**config.mk**
```make
export PLATFORM = sky130hd
export DESIGN_NAME = sss_stream_sequencer
export DESIGN_NICKNAME = d
export VERILOG_FILES = /design/src/shared/sss_pkg.sv /design/src/hdl/sss_fifo.sv /design/src/hdl/sss_tc_bank.sv /design/src/hdl/sss_stream_sequencer.sv
export SDC_FILE = /design/constraint.sdc
export NUM_CORES = 1
export LEC_CHECK = 0
export BUFFER_PORTS_ARGS = -buffer_cell sky130_fd_sc_hd__buf_2
export CORE_MARGIN = 2
export CORE_UTILIZATION = 45
export DETAILED_ROUTE_END_ITERATION = 8
export PLACE_DENSITY = 0.63
export SLEW_MARGIN = 20
export SYNTH_ARGS = -nofsm -noshare
export SYNTH_HDL_FRONTEND = slang
export SYNTH_SLANG_ARGS = --single-unit
export TNS_END_PERCENT = 30
```
**constraint.sdc**
```tcl
create_clock -name clk -period 4.65 [get_ports clk]
set_clock_uncertainty 0.2 [all_clocks]
set_input_delay 0.465 -clock clk [delete_from_list [all_inputs] [get_ports clk]]
set_output_delay 0.465 -clock clk [all_outputs]
set_load 0.03 [all_outputs]
```
**src/shared/sss_pkg.sv**
```systemverilog
// Constants and types shared by the stream scan sequencer files.
// Assumes a single 50 MHz clock domain.
package sss_pkg;
    localparam int CLK_PERIOD_NS = 20;
    // Channel gap per conversion speed index, in nanoseconds
    localparam int GAP0_NS = 320000;
    localparam int GAP1_NS = 82000;
    localparam int GAP2_NS = 42000;
    localparam int GAP3_NS = 12500;
    // Gap lengths in clock cycles, rounded down
    localparam int GAP0_CYCLES = GAP0_NS / CLK_PERIOD_NS;
    localparam int GAP1_CYCLES = GAP1_NS / CLK_PERIOD_NS;
    localparam int GAP2_CYCLES = GAP2_NS / CLK_PERIOD_NS;
    localparam int GAP3_CYCLES = GAP3_NS / CLK_PERIOD_NS;
    // Documented buffer capacities in samples
    localparam int DOC_FIFO_NORMAL = 984;
    localparam int DOC_FIFO_SMALLEST = 512;
    localparam int FIFO_DEPTH = 16;
    localparam int FIFO_WIDTH = 16;
    localparam logic [7:0] SAMPLES_PER_PACKET = 8'h19;
    localparam int LIST_DEPTH = 16;
    localparam int TC_UNITS = 4;
    // Special scan-list entry codes
    localparam logic [7:0] CH_EXT_FLEX_WORD = 8'hc1;
    localparam logic [7:0] CH_CONTROL_WORD = 8'hc2;
    localparam logic [7:0] CH_TIMER_BASE = 8'hc8;
    localparam logic [7:0] CH_COUNTER_BASE = 8'hd2;
    localparam logic [7:0] CH_CAPTURE = 8'he0;
    localparam logic [7:0] CH_TIMER_RST_BASE = 8'he6;
    localparam logic [7:0] CH_COUNTER_RST_BASE = 8'hf0;
    // Timer mode that cannot be streamed
    localparam logic [3:0] MODE_SYSTIMER_HIGH = 4'hb;
    // Reset values
    localparam logic [15:0] CAPTURE_RESET = 16'h0000;
    localparam logic [15:0] DROPPED_RESET = 16'h0000;
    localparam logic [31:0] PERIOD_RESET = 32'h0000_0001;

    typedef enum logic [2:0] {
        ST_IDLE,
        ST_SLOT,
        ST_CONV,
        ST_GAP,
        ST_WAIT
    } sss_state_t;
endpackage

```
**src/hdl/sss_fifo.sv**
```systemverilog
// Sample FIFO with registered outputs, valid and ready on both sides.
// Assumes the reader holds outReady only when it can take a word.
`timescale 1ns/1ps
`default_nettype none
module sss_fifo #(
    parameter int WIDTH = 16,
    parameter int DEPTH = 16
) (
    input wire logic clk,
    input wire logic sys_rst,
    input wire logic inValid,
    output logic inReady,
    input wire logic [WIDTH-1:0] inData,
    output logic outValid,
    input wire logic outReady,
    output logic [WIDTH-1:0] outData
);
    localparam int AW = $clog2(DEPTH);
    logic [WIDTH-1:0] memReg [DEPTH];
    logic [AW-1:0] wrPtr_reg, rdPtr_reg;
    logic [AW:0] count_reg, count_next, afterPop;
    logic push, pop;
    logic [AW-1:0] rdPtr_next;

    assign push = inValid & inReady;
    assign pop = outValid & outReady;
    assign afterPop = count_reg - {{AW{1'b0}}, pop};
    assign count_next = afterPop + {{AW{1'b0}}, push};
    assign rdPtr_next = rdPtr_reg + {{(AW-1){1'b0}}, pop};

    always_ff @(posedge clk) begin
        if (push) begin
            memReg[wrPtr_reg] <= inData;
        end
    end

    always_ff @(posedge clk) begin
        if (sys_rst) begin
            wrPtr_reg <= '0;
            rdPtr_reg <= '0;
            count_reg <= '0;
            inReady <= 1'b1;
            outValid <= 1'b0;
            outData <= '0;
        end else begin
            wrPtr_reg <= wrPtr_reg + {{(AW-1){1'b0}}, push};
            rdPtr_reg <= rdPtr_next;
            count_reg <= count_next;
            inReady <= (count_next != DEPTH[AW:0]);
            outValid <= (count_next != '0);
            // Word entering an empty store goes straight to the output
            outData <= (push && afterPop == '0) ? inData : memReg[rdPtr_next];
        end
    end
endmodule
`default_nettype wire

```
**src/hdl/sss_tc_bank.sv**
```systemverilog
// Two timers and two counters of 32 bits, sampled and cleared by the sequencer.
// Assumes unit events arrive as one-cycle pulses.
`timescale 1ns/1ps
`default_nettype none
module sss_tc_bank
    import sss_pkg::*;
(
    input wire logic clk,
    input wire logic sys_rst,
    input wire logic [TC_UNITS-1:0] unitEvent,
    input wire logic [1:0] selUnit,
    input wire logic clearSel,
    output logic [15:0] lowWord,
    output logic [15:0] highWord
);
    logic [31:0] unitReg [TC_UNITS];

    genvar u;
    generate
        for (u = 0; u < TC_UNITS; u++) begin : g_unit
            always_ff @(posedge clk) begin
                if (sys_rst) begin
                    unitReg[u] <= 32'h0000_0000;
                end else if (clearSel && selUnit == 2'(u)) begin
                    unitReg[u] <= 32'h0000_0000;
                end else if (unitEvent[u]) begin
                    unitReg[u] <= unitReg[u] + 32'h0000_0001;
                end
            end
        end
    endgenerate

    assign lowWord = unitReg[selUnit][15:0];
    assign highWord = unitReg[selUnit][31:16];
endmodule
`default_nettype wire

```
**src/hdl/sss_stream_sequencer.sv**
```systemverilog
// Hardware-timed stream scan sequencer: scan list, channel timing,
// special digital and timer/counter entries, overflow auto-recovery.
// Assumes one 50 MHz clock; host drains the FIFO and keeps rate limits.
`timescale 1ns/1ps
`default_nettype none
////////////////////////////////////////////////////////////////////////////////
module sss_stream_sequencer
    import sss_pkg::*;
#(
    parameter int GAP0_CNT = GAP0_CYCLES,
    parameter int GAP1_CNT = GAP1_CYCLES,
    parameter int GAP2_CNT = GAP2_CYCLES,
    parameter int GAP3_CNT = GAP3_CYCLES
) (
    input wire logic clk,
    input wire logic sys_rst,
    input wire logic setupStart,
    input wire logic setupStop,
    input wire logic [1:0] conversionSpeedIndex,
    input wire logic [31:0] scanPeriodCycles,
    input wire logic [4:0] listLength,
    input wire logic listWrEn,
    input wire logic [3:0] listWrAddr,
    input wire logic [7:0] listWrData,
    output logic adcStart,
    output logic [7:0] adcChannel,
    output logic [1:0] adcSpeedIndex,
    input wire logic adcDone,
    input wire logic [15:0] adcData,
    input wire logic [7:0] flexiblePortBits,
    input wire logic [7:0] extendedPortBits,
    input wire logic [7:0] controlPortDigitalByte,
    input wire logic [TC_UNITS-1:0] unitEvent,
    input wire logic [3:0] timerMode0,
    input wire logic [3:0] timerMode1,
    output logic outValid,
    input wire logic outReady,
    output logic [15:0] outData,
    output logic streamRunning,
    output logic recovering,
    output logic [15:0] droppedPackets,
    output logic unreadableEntry
);
    ////////////////////////////////////////////////////////////////////////////
    // State
    sss_state_t state_reg, state_next;
    logic [7:0] listReg [LIST_DEPTH];
    logic [3:0] entryIdx_reg;
    logic [4:0] lenReg;
    logic [31:0] periodReg, periodCnt_reg;
    logic [15:0] gapCnt_reg;
    logic [1:0] speed_reg;
    logic [15:0] capture_reg;
    logic sampleValid_reg;
    logic [15:0] sampleData_reg;
    logic [7:0] dropCnt_reg;

    ////////////////////////////////////////////////////////////////////////////
    // Decode of the current entry
    logic [7:0] entry;
    logic isExtFlex, isControl, isCapture;
    logic isTimer, isCounter, isTimerRst, isCounterRst, isTc, isRstEntry, isAnalog;
    logic [1:0] tcUnit;
    logic [3:0] selMode;
    logic modeBlocked;
    logic [15:0] tcLow, tcHigh;
    logic [15:0] specialData;
    logic [15:0] gapLoad;
    logic tick, lastEntry, slotPulse, tcSample, fifoInReady;
    logic dropNow, fifoEmpty;

    assign entry = listReg[entryIdx_reg];
    assign isExtFlex = (entry == CH_EXT_FLEX_WORD);
    assign isControl = (entry == CH_CONTROL_WORD);
    assign isCapture = (entry == CH_CAPTURE);
    assign isTimer = (entry[7:1] == CH_TIMER_BASE[7:1]);
    assign isCounter = (entry[7:1] == CH_COUNTER_BASE[7:1]);
    assign isTimerRst = (entry[7:1] == CH_TIMER_RST_BASE[7:1]);
    assign isCounterRst = (entry[7:1] == CH_COUNTER_RST_BASE[7:1]);
    assign isRstEntry = isTimerRst | isCounterRst;
    assign isTc = isTimer | isCounter | isRstEntry;
    assign isAnalog = ~(isExtFlex | isControl | isCapture | isTc);
    assign tcUnit = {isCounter | isCounterRst, entry[0]};
    assign selMode = entry[0] ? timerMode1 : timerMode0;
    assign modeBlocked = (isTimer | isTimerRst) && (selMode == MODE_SYSTIMER_HIGH);
    assign slotPulse = (state_reg == ST_SLOT);
    assign tcSample = slotPulse & isTc & ~modeBlocked;

    // Digital words read input states only, whatever the pin use
    assign specialData =
        isExtFlex ? {extendedPortBits, flexiblePortBits} :
        isControl ? {8'h00, controlPortDigitalByte} :
        isCapture ? capture_reg :
        modeBlocked ? 16'h0000 :
        tcLow;

    // Gap length by speed index
    assign gapLoad = (speed_reg == 2'd0) ? GAP0_CNT[15:0] :
                     (speed_reg == 2'd1) ? GAP1_CNT[15:0] :
                     (speed_reg == 2'd2) ? GAP2_CNT[15:0] : GAP3_CNT[15:0];

    assign tick = streamRunning && (periodCnt_reg == 32'h0000_0000);
    assign lastEntry = ({1'b0, entryIdx_reg} + 5'd1 >= lenReg);

    ////////////////////////////////////////////////////////////////////////////
    // Timer and counter bank
    sss_tc_bank u_tc (
        .clk(clk),
        .sys_rst(sys_rst),
        .unitEvent(unitEvent),
        .selUnit(tcUnit),
        .clearSel(tcSample & isRstEntry),
        .lowWord(tcLow),
        .highWord(tcHigh)
    );

    ////////////////////////////////////////////////////////////////////////////
    // Scan list storage and stream setup
    always_ff @(posedge clk) begin
        if (listWrEn) begin
            listReg[listWrAddr] <= listWrData;
        end
    end

    always_ff @(posedge clk) begin
        if (sys_rst) begin
            speed_reg <= 2'd0;
            periodReg <= PERIOD_RESET;
            lenReg <= 5'd1;
        end else if (setupStart && !streamRunning) begin
            speed_reg <= conversionSpeedIndex;
            periodReg <= (scanPeriodCycles == 32'h0) ? PERIOD_RESET : scanPeriodCycles;
            lenReg <= (listLength == 5'd0) ? 5'd1 : listLength;
        end
    end

    assign adcSpeedIndex = speed_reg;

    ////////////////////////////////////////////////////////////////////////////
    // Scan period timer, start to start
    always_ff @(posedge clk) begin
        if (sys_rst || !streamRunning) begin
            periodCnt_reg <= 32'h0000_0000;
        end else if (tick) begin
            periodCnt_reg <= periodReg - 32'h0000_0001;
        end else begin
            periodCnt_reg <= periodCnt_reg - 32'h0000_0001;
        end
    end

    ////////////////////////////////////////////////////////////////////////////
    // Sequencer state machine
    always_comb begin
        state_next = state_reg;
        case (state_reg)
            ST_IDLE: begin
                state_next = ST_IDLE;
            end
            ST_SLOT: begin
                state_next = isAnalog ? ST_CONV : ST_GAP;
            end
            ST_CONV: begin
                if (adcDone) begin
                    state_next = ST_GAP;
                end
            end
            ST_GAP: begin
                if (gapCnt_reg == 16'h0000) begin
                    state_next = lastEntry ? ST_WAIT : ST_SLOT;
                end
            end
            ST_WAIT: begin
                state_next = ST_WAIT;
            end
            default: begin
                state_next = ST_IDLE;
            end
        endcase
        if (streamRunning && tick) begin
            state_next = ST_SLOT;
        end
        if (setupStop) begin
            state_next = ST_IDLE;
        end
    end

    always_ff @(posedge clk) begin
        if (sys_rst) begin
            state_reg <= ST_IDLE;
            streamRunning <= 1'b0;
        end else begin
            state_reg <= state_next;
            if (setupStop) begin
                streamRunning <= 1'b0;
            end else if (setupStart) begin
                streamRunning <= 1'b1;
            end
        end
    end

    always_ff @(posedge clk) begin
        if (sys_rst) begin
            entryIdx_reg <= 4'h0;
        end else if (tick) begin
            entryIdx_reg <= 4'h0;
        end else if (state_reg == ST_GAP && gapCnt_reg == 16'h0000 && !lastEntry) begin
            entryIdx_reg <= entryIdx_reg + 4'h1;
        end
    end

    // Gap runs from the start of each slot, analog or special
    always_ff @(posedge clk) begin
        if (sys_rst) begin
            gapCnt_reg <= 16'h0000;
        end else if (slotPulse) begin
            gapCnt_reg <= gapLoad - 16'h0002;
        end else if (gapCnt_reg != 16'h0000) begin
            gapCnt_reg <= gapCnt_reg - 16'h0001;
        end
    end

    always_ff @(posedge clk) begin
        if (sys_rst) begin
            adcStart <= 1'b0;
            adcChannel <= 8'h00;
        end else begin
            adcStart <= slotPulse & isAnalog & ~tick;
            adcChannel <= slotPulse ? entry : adcChannel;
        end
    end

    ////////////////////////////////////////////////////////////////////////////
    // Sample capture and upper-word latch
    always_ff @(posedge clk) begin
        if (sys_rst) begin
            sampleValid_reg <= 1'b0;
            sampleData_reg <= 16'h0000;
        end else if (slotPulse && !isAnalog) begin
            sampleValid_reg <= 1'b1;
            sampleData_reg <= specialData;
        end else if (state_reg == ST_CONV && adcDone) begin
            sampleValid_reg <= 1'b1;
            sampleData_reg <= adcData;
        end else begin
            sampleValid_reg <= 1'b0;
        end
    end

    always_ff @(posedge clk) begin
        if (sys_rst) begin
            capture_reg <= CAPTURE_RESET;
        end else if (tcSample) begin
            capture_reg <= tcHigh;
        end
    end

    always_ff @(posedge clk) begin
        if (sys_rst) begin
            unreadableEntry <= 1'b0;
        end else if (setupStart && !streamRunning) begin
            unreadableEntry <= 1'b0;
        end else if (slotPulse && modeBlocked) begin
            unreadableEntry <= 1'b1;
        end
    end

    ////////////////////////////////////////////////////////////////////////////
    // FIFO and overflow auto-recovery
    assign dropNow = sampleValid_reg & (recovering | ~fifoInReady);
    assign fifoEmpty = ~outValid;

    sss_fifo #(
        .WIDTH(FIFO_WIDTH),
        .DEPTH(FIFO_DEPTH)
    ) u_fifo (
        .clk(clk),
        .sys_rst(sys_rst),
        .inValid(sampleValid_reg & ~recovering),
        .inReady(fifoInReady),
        .inData(sampleData_reg),
        .outValid(outValid),
        .outReady(outReady),
        .outData(outData)
    );

    always_ff @(posedge clk) begin
        if (sys_rst) begin
            recovering <= 1'b0;
        end else if (sampleValid_reg && !fifoInReady) begin
            recovering <= 1'b1;
        end else if (fifoEmpty) begin
            recovering <= 1'b0;
        end
    end

    always_ff @(posedge clk) begin
        if (sys_rst || (setupStart && !streamRunning)) begin
            dropCnt_reg <= 8'h00;
            droppedPackets <= DROPPED_RESET;
        end else if (dropNow) begin
            dropCnt_reg <= (dropCnt_reg == SAMPLES_PER_PACKET - 8'h01) ? 8'h00
                           : dropCnt_reg + 8'h01;
            if (dropCnt_reg == 8'h00) begin
                droppedPackets <= droppedPackets + 16'h0001;
            end
        end
    end
endmodule
`default_nettype wire

```
# Word-level counts from Yosys, hierarchy flattened
# Memories as Yosys holds them, arrays and structs flattened. A register that Yosys moved wholly into a read port is not among the register bits.
# Index checks and enable logic that the tools add are counted.
# Widths: inputs -> output; s select.
# totals
mem_bits_rw	512
word_cells	209
register_bits	194
latchBits	0
mem_count	3
input_bits	110
romBits	0
# op_classes
n_mul	0
n_bitwise	31
eq_ne	24
shift	0
div	0
n_reduce_logical	39
add_sub_neg	16
order_cmp	1
mux	71
# mem_list
name	words	width	read_ports	rd_clocked_by_memory_dff	wr	line_no	source
u_fifo.memReg	16	16	1	0	1	sss_fifo.sv:19	logic [WIDTH-1:0] memReg [DEPTH];
listReg	16	8	1	1	1	sss_stream_sequencer.sv:47	logic [7:0] listReg [LIST_DEPTH];
u_tc.unitReg	4	32	5	0	4	sss_tc_bank.sv:16	logic [31:0] unitReg [TC_UNITS];
# op_table
operator	count
$mux 32	10
$mux 16	9
$add 32x1->32 const B	4
$logic_not 32->1	2
$sub 32x1->32 const B	2
$mux 1	40
$eq 7x7->1 const B	4
$eq 8x8->1 const B	3
$or 1x1->1	17
$add 16x1->16 const B	1
$logic_not 16->1	1
$reduce_bool 16->1	1
$sub 16x1->16 const B	1
$logic_and 1x1->1	15
$sub 14x2->15 const B	1
$mux 14	1
$mux 13	1
$mux 12	1
$mux 4	3
$pmux 3 s4	1
$logic_not 5->1	2
$and 1x1->1	9
$mux 3	3
$add 4x1->4	2
other kinds (28)	48

# Depth between registers and ports, before layout
# depth
word_depth	12
mapped_depth	14
mapped_depth_nobuf	12

# Hierarchy
# Synthesis repeated with hierarchy kept, for this count alone.
# unflattened
cells_unflattened	2500
hier_area_um2	32319.7
# modules_own_cells
module	cells_per_inst	area_each_um2	seq_area_each_um2	n_inst
sss_stream_sequencer	1214	13181.4	7186.9	1
sss_fifo	537	11086.9	8308.0	1
sss_tc_bank	749	8051.5	3843.7	1

# Least setup slack after synthesis
# OpenSTA, ideal clock, no wires.
# synth_timing
path_type	register to register
start	reg with a tool-made name
end	mem u_tc.unitReg[1][0], enable pin
t_required_ps	4056
slack_ps	710
arrival_ps	3346
setup_ps	394
stages_incl_launch_ff	10
cell_sequence	dfxtp_1 -> buf_6 -> buf_6 -> mux4_2 -> a22oi_1 -> nand3_2 -> or4b_1 -> a211oi_1 -> a31oi_1 -> nand2b_1
# synth_lines
element	line_no
to (decl)	sss_tc_bank.sv:16

==> summary.md <==
| Metric | Value |
|---|---|
| Status | completed |
| Top FF cell, synth | edfxtp_1 |
| Vias | 20810 |
| Worst R2R End | sampleData_reg[10] |
| Sequential area share after synthesis | 61.79% |
| Port Buffers | 156 |
| VDD IR max | 307.2 uV |
| Synthesis-to-layout area growth | 16.37% |
| Die Y | 267.7 um |
| Initial antenna violation count | 4 |
| Final #Nets | 2794 |
| Hold Path Origin | adcData[7] |
| Maximum operating frequency | 226.6 MHz |
| R2R depth | 8 |
| Register Area | 0.01934 mm2 |
| Final min period | 4.413 ns |
| Hold path endpoint | sampleData_reg[7] |
| Crit-path max FO | 17 |
| Clock Latency Late Sink | 0.63 ns |
| Wire per inst | 21.80 um |
| Routing usage on met3 | 3.770% |
| Layout cells sized above 1 | 17.86% |
| HPWL Detailed | 54.03 mm |
| Hold path depth | 3 |
| Asr flop ratio synth | 0% |
| Die area | 0.07168 mm2 |
| Slowest-stage cell, CP | dfxtp_1 |
| Grt ovf | 0 |
| Post-Synthesis Cell Area | 0.03130 mm2 |
| Clk buf depth | 3 |
| H-Tree Depth | 3 |
| Worst setup SP type | register |
| Tot Pwr | 15.22 mW |
| Most frequent cells in the layout | 512 x edfxtp_1, 300 x nor2_1, 228 x nand2_1, 197 x dfxtp_1, 155 x buf_2 |
| DRT Wirelength | 79.62 mm |
| Endpoints failing hold | 0 |
| WS Path Type | register to register |
| Worst path required time | 4.96 ns |
| Worst slew pin tran | 1.016 ns |
| Worst reg2reg setup slack | 0.24 ns |
| Reg clk slew, reported paths | 0.06 ns |
| Top flop regs | u_fifo.memReg: 256 flops, listReg: 128 flops, u_tc.unitReg: 128 flops |
| Cells after Synth | 2412 |
| Relative slew slack | 32.24% |
| GRT met1 Usage | 30.79% |
| Synthesized area per cell | 12.98 um2 |
| Via/cell ratio | 5.699 |
| Crit path buf inv count | 0 |
| Final worst path period share | 94.89% |
| Max incr delay on CP | 0.85 ns |
| Max-Cap Viols | 0 |
| Netlist cell types | 71 |
| CTS tree | yes |
| Post-route ant nets | 0 |
| Setup_tns | 0 ns |
| DRT Pass-1 Iters | 5 |
| Leakage Power | 12.58 nW |
| Worst Hold Class | primary input to register |
| Drt initial violations | 2019 |
| RSZ-0062 raised after global routing | false |
| Fillcell total | 5769 |
| CTS sink cnt | 710 |
| Largest reg by FF count | u_fifo.memReg |
| TritonCTS Buffers | 76 |
| Largest net degree at the start of global routing | 59 |
| First-pass GRT wire length | 121.5 mm |
| I/O Pins | 157 |
| Area of the multi-input gates | 0.01150 mm2 |
| Max reg flops | 256 |
| Synth Warn # | 0 |
| Setup Viol. Count Final | 0 |
| Crit path max-delay family | simple AND/OR/NAND/NOR gates |
| Post_cts resized | 0 |
| GPL Wtd Cong | 0.8703 |
| Vias in the first global route | 20560 |
| Worst-path cell chain | nor2b_1 -> a22oi_1 -> and3_1 -> or3_1 -> or4_4 -> a41oi_4 -> nor3_2 -> a221o_1 |
| CP arrival | 4.72 ns |
| CP endpoint kind | register |
| Syn_nets | 2550 |
| Clock root cell | clkbuf_16 |
| Total core area | 0.06871 mm2 |
| Pwr Density | 418.0 mW/mm2 |
| Commonest non-fill, non-tap cell in the layout | edfxtp_1 |
| Die Span X | 267.7 um |
| # DRC | 0 |
| GR peak layer | met2 |
| Final number of max-transition violations | 0 |
| Synthesized flop and latch total | 710 |
| Count of flip-flops with a built-in enable after synthesis | 512 |
| Initial core utilization | 45.55% |
| Rows | 96 |
| Gr usage total | 22.30% |
| GR Layer Usage met2 | 35.74% |
[synthesized netlist by cell type (49+ instances only)]
cell        n  share of area [%]
a21oi_1    65                1.0
clkbuf_1   73               0.88
dfxtp_1   198                 13
edfxtp_1  512                 49
mux2i_1    59                1.9
mux4_2    104                7.5
nand2_1   228                2.7
nand3_1    96                1.5
nor2_1    303                3.6
nor3_1     49               0.78
xnor2_1    80                2.2
xor2_1    103                2.9
[metal layers]
metal | wire, um | vias up
met1 | 33760 | 10390
met5 | 0 | -
met3 | 6161 | 134
li1 | - | 9564
met4 | 2241 | 0
met2 | 37460 | 727
[logic make-up (layout without fill, tap and decap cells)]
| logic type | Yosys count | count (layout) | share of synthesized area (%) |
|---|---|---|---|
| AND/OR/NAND/NOR | 910 | 910 | 13.77 |
| flip-flops | 710 | 710 | 61.79 |
| AO/OA/AOI/OAI | 277 | 277 | 6.357 |
| XOR/XNOR | 183 | 183 | 5.121 |
| multiplexers | 171 | 171 | 10.04 |
| buffers and inverters | 133 | 437 | 1.803 |
| adder cells (fa/ha/maj) | 28 | 28 | 1.119 |
| other | 0 | 5 | 0 |
[worst max path at each step]
stage                        start                  end  slack (ns)  cells after the start
after floorplan           register   u_tc.unitReg[1][0]        0.71                      9
after global placement    register   sampleData_reg[12]        0.35                      8
after detailed placement  register   sampleData_reg[12]        0.30                      8
after CTS                 register   sampleData_reg[12]        0.27                      8
after global routing      register  u_tc.unitReg[1][31]        0.07                      8
final                     register   sampleData_reg[10]        0.24                      8
[layout make-up]
| cell class | count | share of cell area (%) |
|---|---|---|
| inverter | 28 | 0.2886 |
| clock inverter | 35 | 0.9722 |
| tap | 931 | 3.198 |
| antenna | 5 | 0.03435 |
| timing repair buffer | 271 | 5.015 |
| sequential | 710 | 53.10 |
| clock buffer | 103 | 5.809 |
| multi-input combinational | 1569 | 31.58 |
[where the power goes]
| part | leakage [nW] | switching (mW) | internal, mW |
|---|---|---|---|
| clock | 1.20 | 2.50 | 3.45 |
| sequential | 6.43 | 0.204 | 6.98 |
| combinational | 4.95 | 1.09 | 0.999 |
| total | 12.6 | 3.80 | 11.4 |
[per-stage QoR]
step / util [%] / instance area, um2 / setup slack [ns] / std cells / hold slack [ns]
global route: 53.00 / 36420 / 0.07134 / 3650 / 0.005923
floorplan: - / 31300 / 0.7100 / 2412 / 0.2370
CTS: 52.98 / 36400 / 0.2696 / 3647 / 0.001048
finish: 53.01 / 36420 / 0.2374 / 3652 / 0.02489
global placement: 48.62 / 33400 / 0.3537 / 3457 / 0.2512
detailed placement: 48.63 / 33410 / 0.3023 / 3457 / 0.2563
[worst reg2reg max path, stage by stage, from the launching register on]
cell     delay (ns)
dfxtp_1        0.85
nor2b_1        0.49
a22oi_1        0.18
and3_1         0.30
or3_1          0.47
or4_4          0.62
a41oi_4        0.64
nor3_2         0.16
a221o_1        0.38
[repair_timing]
item / 4_1_cts / 5_1_grt
endpoints found under the hold margin: 75 / 0
hold buffers: 52 / 0
setup buffers: 0 / 0
Note: power is estimated with default switching activity, not from simulation.
